File: config.mk
export PLATFORM = sky130hd
export DESIGN_NAME = scfg_regs
export DESIGN_NICKNAME = d
export VERILOG_FILES = /design/src/rtl/scfg_pkg.sv /design/src/rtl/scfg_joystick_chip_select.sv /design/src/rtl/scfg_regs.sv
export VERILOG_INCLUDE_DIRS = /design/src /design/src/rtl
export SDC_FILE = /design/constraint.sdc
export NUM_CORES = 1
export LEC_CHECK = 0
export BUFFER_PORTS_ARGS = -buffer_cell sky130_fd_sc_hd__buf_2
export CORE_MARGIN = 4
export CORE_UTILIZATION = 50
export CTS_CLUSTER_DIAMETER = 120
export DETAILED_ROUTE_END_ITERATION = 8
export PLACE_DENSITY = 0.72
export REMOVE_ABC_BUFFERS = 1
export SYNTH_ARGS = -nofsm -noshare
export SYNTH_HDL_FRONTEND = slang
export SYNTH_SLANG_ARGS = --single-unit
File: constraint.sdc
create_clock -name ref_clk -period 5.9 [get_ports ref_clk]
set_input_delay 1.18 -clock ref_clk [delete_from_list [all_inputs] [get_ports ref_clk]]
set_output_delay 1.18 -clock ref_clk [all_outputs]
set_load 0.1 [all_outputs]
File: src/rtl/scfg_map.svh
// register offsets, field positions and reset values of the configuration bank
`ifndef SCFG_MAP_SVH
`define SCFG_MAP_SVH

`define SCFG_IDX_RATE_TABLE 8'h0B
`define SCFG_IDX_SERIAL_MODE 8'h0C
`define SCFG_IDX_DEVICE_ID 8'h0D
`define SCFG_IDX_REVISION 8'h0E
`define SCFG_IDX_TEST_BITS 8'h0F
`define SCFG_IDX_CLOCK_CTRL 8'h10
`define SCFG_IDX_IR_TEST 8'h11
`define SCFG_IDX_RSVD_FIRST 8'h12
`define SCFG_IDX_RSVD_LAST 8'h1D
`define SCFG_IDX_GAME_BASE 8'h1E
`define SCFG_IDX_DRIVE_TYPE 8'h1F

`define SCFG_RST_RATE_TABLE 8'h00
`define SCFG_RST_SERIAL_MODE 8'h00
`define SCFG_RST_TEST_BITS 8'h00
`define SCFG_RST_CLOCK_CTRL 8'h00
`define SCFG_RST_IR_TEST 8'h00
`define SCFG_RST_GAME_BASE 8'h80
`define SCFG_RST_DRIVE_TYPE 8'h00
`define SCFG_RST_INDEX 8'h00

`define SCFG_SM_RX_INV 0
`define SCFG_SM_TX_INV 1
`define SCFG_SM_HALF_DUPLEX 2
`define SCFG_SM_MODE_LSB 3
`define SCFG_SM_MODE_MSB 5
`define SCFG_SM_UART1_FAST 6
`define SCFG_SM_UART_FAST 7

`define SCFG_CK_PLL_GAIN 3
`define SCFG_CK_PLL_STOP 4
`define SCFG_CK_DIV_HALT 5
`define SCFG_CK_PLL_SRC 6
`define SCFG_CK_IR_TEST 7
`define SCFG_CK_WR_MASK 8'hF8

`define SCFG_IR_LOOPBACK 0
`define SCFG_IR_PD_TEST 1
`define SCFG_IR_WR_MASK 8'h03

`define SCFG_GB_DECODE_LSB 0
`define SCFG_GB_DECODE_MSB 1
`define SCFG_GB_ADDR_LSB 2
`define SCFG_GB_ADDR_MSB 7

`endif

File: src/rtl/scfg_pkg.sv
// types shared by the configuration bank
package scfg_pkg;

    typedef enum logic [2:0] {
        SCFG_SER_STANDARD = 3'h0,
        SCFG_SER_PULSE_IR = 3'h1,
        SCFG_SER_ASK_IR = 3'h2
    } scfg_serial_mode_t;

    typedef enum logic [1:0] {
        SCFG_GAME_OFF = 2'h0,
        SCFG_GAME_ONE_BYTE = 2'h1,
        SCFG_GAME_EIGHT_BYTE = 2'h2,
        SCFG_GAME_SIXTEEN_BYTE = 2'h3
    } scfg_game_decode_t;

    typedef enum logic [1:0] {
        SCFG_KIND_DENSITY = 2'h0,
        SCFG_KIND_RATE_HI_LO = 2'h1,
        SCFG_KIND_DENSITY_INV = 2'h2,
        SCFG_KIND_RATE_LO_HI = 2'h3
    } scfg_drive_kind_t;

endpackage

File: src/rtl/scfg_joystick_chip_select.sv
// joystick chip-select address decoder
`timescale 1ns/100ps
`default_nettype none
`include "scfg_map.svh"

module scfg_joystick_chip_select
    import scfg_pkg::*;
(
    // programmed base and decode mode
    input wire logic [7:0] game_base,
    input wire logic game_pin_enable,
    // qualified host address
    input wire logic [10:0] host_addr,
    input wire logic host_select_n,
    // decode result, active high
    output logic game_hit
);

    scfg_game_decode_t decode;
    logic upper_ok;
    logic low_ok;

    assign decode = scfg_game_decode_t'(game_base[`SCFG_GB_DECODE_MSB:`SCFG_GB_DECODE_LSB]);

    // base bits 7:2 carry address bits 9:4; A10 and host select must qualify
    assign upper_ok = !host_select_n && !host_addr[10] &&
        (host_addr[9:4] == game_base[`SCFG_GB_ADDR_MSB:`SCFG_GB_ADDR_LSB]);

    always_comb begin
        unique case (decode)
            SCFG_GAME_OFF: low_ok = 1'b0;
            SCFG_GAME_ONE_BYTE: low_ok = (host_addr[3:0] == 4'h1);
            SCFG_GAME_EIGHT_BYTE: low_ok = !host_addr[3];
            SCFG_GAME_SIXTEEN_BYTE: low_ok = 1'b1;
        endcase
    end

    // pin function select outranks the decode setting
    assign game_hit = game_pin_enable && upper_ok && low_ok;

endmodule
`default_nettype wire

File: src/rtl/scfg_regs.sv
// configuration register bank for indices 0B through 1F
`timescale 1ns/100ps
`default_nettype none
`include "scfg_map.svh"

module scfg_regs
    import scfg_pkg::*;
#(
    parameter logic [7:0] DEVICE_ID = 8'hA5, // arbitrary value
    parameter logic [7:0] REVISION = 8'h5A, // arbitrary value
    parameter int DRIVES = 4
) (
    // clock and reset
    input wire logic ref_clk,
    input wire logic rst,
    // configuration access port
    input wire logic cfg_mode,
    input wire logic index_wr,
    input wire logic data_wr,
    input wire logic data_rd,
    input wire logic [7:0] cfg_wdata,
    output logic [7:0] cfg_rdata,
    output logic cfg_rvalid,
    output logic [7:0] config_index_reg,
    // floppy controller side
    input wire logic [1:0] fdc_drive_sel,
    input wire logic fdc_density_sel,
    input wire logic rate_bit0,
    input wire logic rate_bit1,
    output logic [1:0] rate_table_sel,
    output logic drive_density_out0,
    output logic drive_density_out1,
    output logic fdc_pd_timeout_test,
    // serial channels
    input wire logic uart1_tx_data,
    input wire logic uart2_tx_data,
    input wire logic uart2_tx_active,
    output logic uart2_rx_data,
    output logic serial_out_pin,
    output logic uart2_half_duplex,
    output logic [2:0] uart2_mode,
    output logic uart1_high_speed,
    output logic uart_high_speed,
    // infrared pins
    input wire logic ir_receive_pin,
    output logic ir_transmit_pin,
    // clock generator controls
    output logic pll_gain_double,
    output logic pll_stop,
    output logic serial_divider_halt,
    output logic pll_input_24m,
    output logic ir_test_mode,
    // game port decode
    input wire logic game_pin_enable,
    input wire logic host_select_n,
    input wire logic [10:0] host_addr,
    output logic joystick_chip_select_n
);

    // stored registers, synchronisers and internal decode signals
    logic [7:0] drive_rate_table_select;
    logic [7:0] serial_mode_control;
    logic [7:0] factory_test_bits;
    logic [7:0] clock_generator_control;
    logic [7:0] infrared_test_control;
    logic [7:0] game_select_base;
    logic [7:0] drive_type_select;
    logic wr_en;
    logic rd_en;
    logic [7:0] next_rdata;
    logic host_sel_meta_n;
    logic host_sel_sync_n;
    logic [10:0] addr_meta;
    logic [10:0] addr_sync;
    logic ir_rx_meta;
    logic ir_rx_sync;
    logic [1:0] rate_field [DRIVES];
    scfg_drive_kind_t kind_field [DRIVES];
    logic drive_kind_first [DRIVES];
    logic drive_kind_second [DRIVES];
    scfg_drive_kind_t cur_kind;
    logic density_select_inv;
    logic next_den0;
    logic next_den1;
    logic rx_source;
    logic next_rx;
    logic game_hit;

    assign wr_en = cfg_mode && data_wr;
    assign rd_en = cfg_mode && data_rd;

    // index register, only loaded while in configuration mode
    always_ff @(posedge ref_clk or posedge rst) begin
        if (rst) begin
            config_index_reg <= `SCFG_RST_INDEX;
        end else if (cfg_mode && index_wr) begin
            config_index_reg <= cfg_wdata;
        end
    end

    // drive rate table select
    always_ff @(posedge ref_clk or posedge rst) begin
        if (rst) begin
            drive_rate_table_select <= `SCFG_RST_RATE_TABLE;
        end else if (wr_en && config_index_reg == `SCFG_IDX_RATE_TABLE) begin
            drive_rate_table_select <= cfg_wdata;
        end
    end

    // serial mode control, cleared by any reset
    always_ff @(posedge ref_clk or posedge rst) begin
        if (rst) begin
            serial_mode_control <= `SCFG_RST_SERIAL_MODE;
        end else if (wr_en && config_index_reg == `SCFG_IDX_SERIAL_MODE) begin
            serial_mode_control <= cfg_wdata;
        end
    end

    // test bits are stored as written; they steer nothing here
    always_ff @(posedge ref_clk or posedge rst) begin
        if (rst) begin
            factory_test_bits <= `SCFG_RST_TEST_BITS;
        end else if (wr_en && config_index_reg == `SCFG_IDX_TEST_BITS) begin
            factory_test_bits <= cfg_wdata;
        end
    end

    // clock control, low three bits never store
    always_ff @(posedge ref_clk or posedge rst) begin
        if (rst) begin
            clock_generator_control <= `SCFG_RST_CLOCK_CTRL;
        end else if (wr_en && config_index_reg == `SCFG_IDX_CLOCK_CTRL) begin
            clock_generator_control <= cfg_wdata & `SCFG_CK_WR_MASK;
        end
    end

    // infrared test, only the two low bits store
    always_ff @(posedge ref_clk or posedge rst) begin
        if (rst) begin
            infrared_test_control <= `SCFG_RST_IR_TEST;
        end else if (wr_en && config_index_reg == `SCFG_IDX_IR_TEST) begin
            infrared_test_control <= cfg_wdata & `SCFG_IR_WR_MASK;
        end
    end

    // game chip-select base and decode mode
    always_ff @(posedge ref_clk or posedge rst) begin
        if (rst) begin
            game_select_base <= `SCFG_RST_GAME_BASE;
        end else if (wr_en && config_index_reg == `SCFG_IDX_GAME_BASE) begin
            game_select_base <= cfg_wdata;
        end
    end

    // drive type select
    always_ff @(posedge ref_clk or posedge rst) begin
        if (rst) begin
            drive_type_select <= `SCFG_RST_DRIVE_TYPE;
        end else if (wr_en && config_index_reg == `SCFG_IDX_DRIVE_TYPE) begin
            drive_type_select <= cfg_wdata;
        end
    end

    // read mux; identifier, revision and reserved indices have no storage
    always_comb begin
        case (config_index_reg)
            `SCFG_IDX_RATE_TABLE: next_rdata = drive_rate_table_select;
            `SCFG_IDX_SERIAL_MODE: next_rdata = serial_mode_control;
            `SCFG_IDX_DEVICE_ID: next_rdata = DEVICE_ID;
            `SCFG_IDX_REVISION: next_rdata = REVISION;
            `SCFG_IDX_TEST_BITS: next_rdata = factory_test_bits;
            `SCFG_IDX_CLOCK_CTRL: next_rdata = clock_generator_control;
            `SCFG_IDX_IR_TEST: next_rdata = infrared_test_control;
            `SCFG_IDX_GAME_BASE: next_rdata = game_select_base;
            `SCFG_IDX_DRIVE_TYPE: next_rdata = drive_type_select;
            default: next_rdata = 8'h00;
        endcase
    end

    // read data held until the next read
    always_ff @(posedge ref_clk or posedge rst) begin
        if (rst) begin
            cfg_rdata <= 8'h00;
            cfg_rvalid <= 1'b0;
        end else begin
            cfg_rvalid <= rd_en;
            if (rd_en) begin
                cfg_rdata <= next_rdata;
            end
        end
    end

    // serial mode fields
    always_ff @(posedge ref_clk or posedge rst) begin
        if (rst) begin
            uart2_half_duplex <= 1'b0;
            uart2_mode <= SCFG_SER_STANDARD;
            uart1_high_speed <= 1'b0;
            uart_high_speed <= 1'b0;
        end else begin
            uart2_half_duplex <= serial_mode_control[`SCFG_SM_HALF_DUPLEX];
            // reserved codes pass through unchanged; the channel decides
            uart2_mode <= serial_mode_control[`SCFG_SM_MODE_MSB:`SCFG_SM_MODE_LSB];
            uart1_high_speed <= serial_mode_control[`SCFG_SM_UART1_FAST];
            uart_high_speed <= serial_mode_control[`SCFG_SM_UART_FAST];
        end
    end

    // clock generator and test controls
    always_ff @(posedge ref_clk or posedge rst) begin
        if (rst) begin
            pll_gain_double <= 1'b0;
            pll_stop <= 1'b0;
            serial_divider_halt <= 1'b0;
            pll_input_24m <= 1'b0;
            ir_test_mode <= 1'b0;
            fdc_pd_timeout_test <= 1'b0;
        end else begin
            pll_gain_double <= clock_generator_control[`SCFG_CK_PLL_GAIN];
            pll_stop <= clock_generator_control[`SCFG_CK_PLL_STOP];
            // one level both gates the divider clock and holds it in reset
            serial_divider_halt <= clock_generator_control[`SCFG_CK_DIV_HALT];
            pll_input_24m <= clock_generator_control[`SCFG_CK_PLL_SRC];
            ir_test_mode <= clock_generator_control[`SCFG_CK_IR_TEST];
            fdc_pd_timeout_test <= infrared_test_control[`SCFG_IR_PD_TEST];
        end
    end

    // two-stage synchronisers for pins
    always_ff @(posedge ref_clk or posedge rst) begin
        if (rst) begin
            host_sel_meta_n <= 1'b1;
            host_sel_sync_n <= 1'b1;
            addr_meta <= 11'h000;
            addr_sync <= 11'h000;
            ir_rx_meta <= 1'b1;
            ir_rx_sync <= 1'b1;
        end else begin
            host_sel_meta_n <= host_select_n;
            host_sel_sync_n <= host_sel_meta_n;
            addr_meta <= host_addr;
            addr_sync <= addr_meta;
            ir_rx_meta <= ir_receive_pin;
            ir_rx_sync <= ir_rx_meta;
        end
    end

    // infrared transmit with optional inversion
    always_ff @(posedge ref_clk or posedge rst) begin
        if (rst) begin
            ir_transmit_pin <= 1'b1;
        end else begin
            ir_transmit_pin <= uart2_tx_data ^ serial_mode_control[`SCFG_SM_TX_INV];
        end
    end

    // loopback takes the transmit pin as it leaves the chip
    assign rx_source = infrared_test_control[`SCFG_IR_LOOPBACK] ? ir_transmit_pin : ir_rx_sync;

    // half duplex blanks receive to idle while transmitting, hiding own echo
    always_comb begin
        next_rx = rx_source ^ serial_mode_control[`SCFG_SM_RX_INV];
        if (serial_mode_control[`SCFG_SM_HALF_DUPLEX] && uart2_tx_active) begin
            next_rx = 1'b1;
        end
    end

    always_ff @(posedge ref_clk or posedge rst) begin
        if (rst) begin
            uart2_rx_data <= 1'b1;
        end else begin
            uart2_rx_data <= next_rx;
        end
    end

    // test mode merges receive and transmit; idle high so a low on either shows
    always_ff @(posedge ref_clk or posedge rst) begin
        if (rst) begin
            serial_out_pin <= 1'b1;
        end else if (clock_generator_control[`SCFG_CK_IR_TEST]) begin
            serial_out_pin <= uart2_rx_data & ir_transmit_pin;
        end else begin
            serial_out_pin <= uart1_tx_data;
        end
    end

    // split per drive fields; the second type bit sits in the even position
    generate
        for (genvar d = 0; d < DRIVES; d++) begin : g_drive
            assign rate_field[d] = drive_rate_table_select[2 * d + 1 : 2 * d];
            assign drive_kind_second[d] = drive_type_select[2 * d];
            assign drive_kind_first[d] = drive_type_select[2 * d + 1];
            assign kind_field[d] = scfg_drive_kind_t'({drive_kind_first[d], drive_kind_second[d]});
        end
    endgenerate

    assign cur_kind = kind_field[fdc_drive_sel];
    assign density_select_inv = !fdc_density_sel;

    // density pin mapping for the selected drive
    always_comb begin
        unique case (cur_kind)
            SCFG_KIND_DENSITY: {next_den0, next_den1} = {fdc_density_sel, rate_bit0};
            SCFG_KIND_RATE_HI_LO: {next_den0, next_den1} = {rate_bit1, rate_bit0};
            SCFG_KIND_DENSITY_INV: {next_den0, next_den1} = {density_select_inv, rate_bit0};
            SCFG_KIND_RATE_LO_HI: {next_den0, next_den1} = {rate_bit0, rate_bit1};
        endcase
    end

    always_ff @(posedge ref_clk or posedge rst) begin
        if (rst) begin
            drive_density_out0 <= 1'b0;
            drive_density_out1 <= 1'b0;
            rate_table_sel <= 2'h0;
        end else begin
            drive_density_out0 <= next_den0;
            drive_density_out1 <= next_den1;
            rate_table_sel <= rate_field[fdc_drive_sel];
        end
    end

    // game port address decode on synchronised host pins
    scfg_joystick_chip_select u_joystick_chip_select (
        .game_base(game_select_base),
        .game_pin_enable(game_pin_enable),
        .host_addr(addr_sync),
        .host_select_n(host_sel_sync_n),
        .game_hit(game_hit)
    );

    always_ff @(posedge ref_clk or posedge rst) begin
        if (rst) begin
            joystick_chip_select_n <= 1'b1;
        end else begin
            joystick_chip_select_n <= !game_hit;
        end
    end

endmodule
`default_nettype wire

==> results.toml <==
[outcome]
outcome = "finished clean"

[die]
pin_count = 73
core-area_mm2 = 0.00876
dieHeight_um = 103
core.rowCount = 34
start_util_pct = 51.6
dieArea_mm2 = 0.0106
dieWidth_um = 103

[routing]
wl_um = 9750
wl_per_cell_um = 18.9
firstDrtPassIters = 5
drtAntennaViolNets = 0
drt-initial-drc-count = 180
drc_errors = 0
via_count = 2959
avgViaCountPerCell = 5.75

[grt]
grt_overflow = 0
track_usage_pct = 20.1
antenna_found_initial = 0
grt_max_degree = 76
grt_pass1_vias = 2940
grt_pass1_wl_um = 16000

[sta]
worstMarginPinSlew_ps = 1030
max_freq_ghz = 0.330
finalSetupTns_ps = 0
finalHoldViolations = 0
fin_crit_sh_pct = 51.4
final-setup-viol-count = 0
fin_skew_ps = 10.8
layout_min_cycle_time_ps = 3030
hold_slack_ps = 360
rsz0062_at_grt = "false"
slew_violations = 0
relSlewSlack_pct = 30.9

[cells_and_area]
utilization_pct = 59.0
fillers = 717
antenna_cells = 0
area_delta_synth_final_pct = 14.3
top_regs = "addr_meta (11), addr_sync (11)"
drive_gt1_share_pct = 40.5
fin_nets = 438

[power_and_ir_drop]
clkPwrFrac_pct = 27.0
combPwrFrac_pct = 20.3
power_leakage_nw = 2.43
p_per_area_mw_per_mm2 = 318
p_switching_w = 0.000590
ir_drop_mv = 0.166
p_int_w = 0.00105
p_total_w = 0.00164
p_seq_share_pct = 52.7
sw_frac_of_total_pct = 35.9

[yosys]
syn_inst = 330
syn_avg_cell_area_um2 = 13.7
synth_largest_area_cell = "dfrtp_1"
ys_warn_count = 0
synth_top_area_share_pct = 55.9
synth_edf_count = 0
async_flop_share_pct = 100
yosys-top-cells-count = "dfrtp_1, mux2_2, nand2_1"
ys.flop_type = "dfrtp_1"
ys_ff_latch = 110
synthTopCellsByArea = "dfrtp_1, mux2_2, dfstp_2"
synthesis.area_mm2 = 0.00452
yosysUniqueCellTypes = 50
synth.most_common_cell = "dfrtp_1"
yosysSeqAreaShare_pct = 61.1

[clock_tree]
ctsHtreeMaxLevel = 3
clk_pin_slew_ps = 110
insertion_delay_ps = 370
ctsHoldBuffers = 0
root_buffer = "clkbuf_8"
clock-sinks = 110
cts_buffers = 9
cts_tree = "done"
post_cts_buffers = 0
post_cts_resized = 0
max-clock-path-buffers = 2

[hold_path]
hp-start = "addr_meta[6]$_DFF_PP0_"
hold_end = "addr_sync[6]$_DFF_PP0_"
min_path_cells = 0
holdCritPathClass = "register to register"

[worst_setup_path]
timing.critical_path.buf_inv = 1
reg2regPathDepth = 4
worst_path_dominant_cell_family = "flip-flops"
worst-endpoint-arrival_ps = 1850
worst-setup-path-type = "register to output port"
cp_max_fo = 25
crit_chain = "buf_2"
start_kind = "register"
worstPathRequired_ps = 4720
r2r-start = "config_index_reg[4]$_DFFE_PP0P_"
reg2reg_to = "serial_mode_control[1]$_DFFE_PP0P_"
critPathSlowestCell = "dfrtp_1"
max_stage_delay_ps = 920
ff2ff_setup_slack_ps = 3160
critPathCaptureType = "output port"

[place]
port_buffers = 72
place_congestion = 0.878
dp_hpwl_um = 7100

[job]
drv_cap = 0
==> area by class of cell <==
cell class	instances	area, um^2	share of cell area, %
Sequential cell	110	2760	53.5
Clock buffer	9	124	2.40
Multi-Input combinational cell	193	1650	31.9
Timing Repair Buffer	73	368	7.12
Inverter	15	58.8	1.14
Clock inverter	7	72.6	1.40
Tap cell	108	135	2.61
==> layer usage <==
layer | GRT usage, % | wire (um) | share of wire, %
met5 | 0 | 0 | 0
met4 | 6.77 | 176 | 1.8
met2 | 31.6 | 4700 | 48
met3 | 3.52 | 612 | 6.3
met1 | 28.5 | 4260 | 44
==> cell families (layout without fill, tap and decap cells) <==
kind of cell	after synthesis	after routing	synth area share [%]
flops	110	110	61.1
simple gates	74	74	9.85
mux	64	64	17.4
compound gates	46	46	7.47
buf+inv	27	104	2.46
xor+xnor	9	9	1.74
==> worst max path at each step <==
stage                                          from                  endpoint  slack (ps)  cells past startpoint
finish              config_index_reg[0]$_DFFE_PP0P_       config_index_reg[0]        2870                      1
global route        config_index_reg[0]$_DFFE_PP0P_       config_index_reg[0]        2820                      1
CTS                 config_index_reg[0]$_DFFE_PP0P_       config_index_reg[0]        2870                      1
detailed placement                         cfg_mode  cfg_rdata[5]$_DFFE_PP0P_        2970                      5
global placement                           cfg_mode  cfg_rdata[5]$_DFFE_PP0P_        3010                      5
floorplan                                       rst    addr_meta[0]$_DFF_PP0_        1830                      1
==> cells in the final DEF, fill, tap and decap left out, types with 3 or more instances in the layout <==
cell,count
nor2_1,8
a211oi_1,6
a32oi_1,3
o2bb2ai_1,6
mux2i_1,8
nand2b_1,3
nor4_1,5
inv_1,14
mux2_4,8
mux4_2,4
a22oi_1,3
o21ai_0,9
clkbuf_8,9
buf_2,72
a21oi_1,3
nor4b_1,3
nand3_1,4
dfrtp_1,101
nand3b_1,4
nor3_1,6
o211ai_1,4
mux2_2,44
dfstp_2,9
nand2_1,24
inv_6,3
a221oi_1,3
xor2_1,8
==> power by group through the flow <==
stage | sequential (W) | combinational, W | clock, W
global placement | 0.000879 | 0.000331 | 0
CTS | 0.000866 | 0.000336 | 0.000456
detailed placement | 0.000881 | 0.000336 | 0
global route | 0.000876 | 0.000352 | 0.000488
finish | 0.000867 | 0.000334 | 0.000443
floorplan | 0.00103 | 0.0000961 | 0
==> stage by stage <==
stage	std cells	instance area, um^2	worst slack (ps)
3_5_place_dp	499	4970	2970
4_1_cts	515	5170	2870
2_1_floorplan	318	4470	1830
5_1_grt	515	5170	2820
3_3_place_gp	499	4970	3010
6_report	515	5170	2870
No activity file was read; power rests on OpenSTA's default activity.
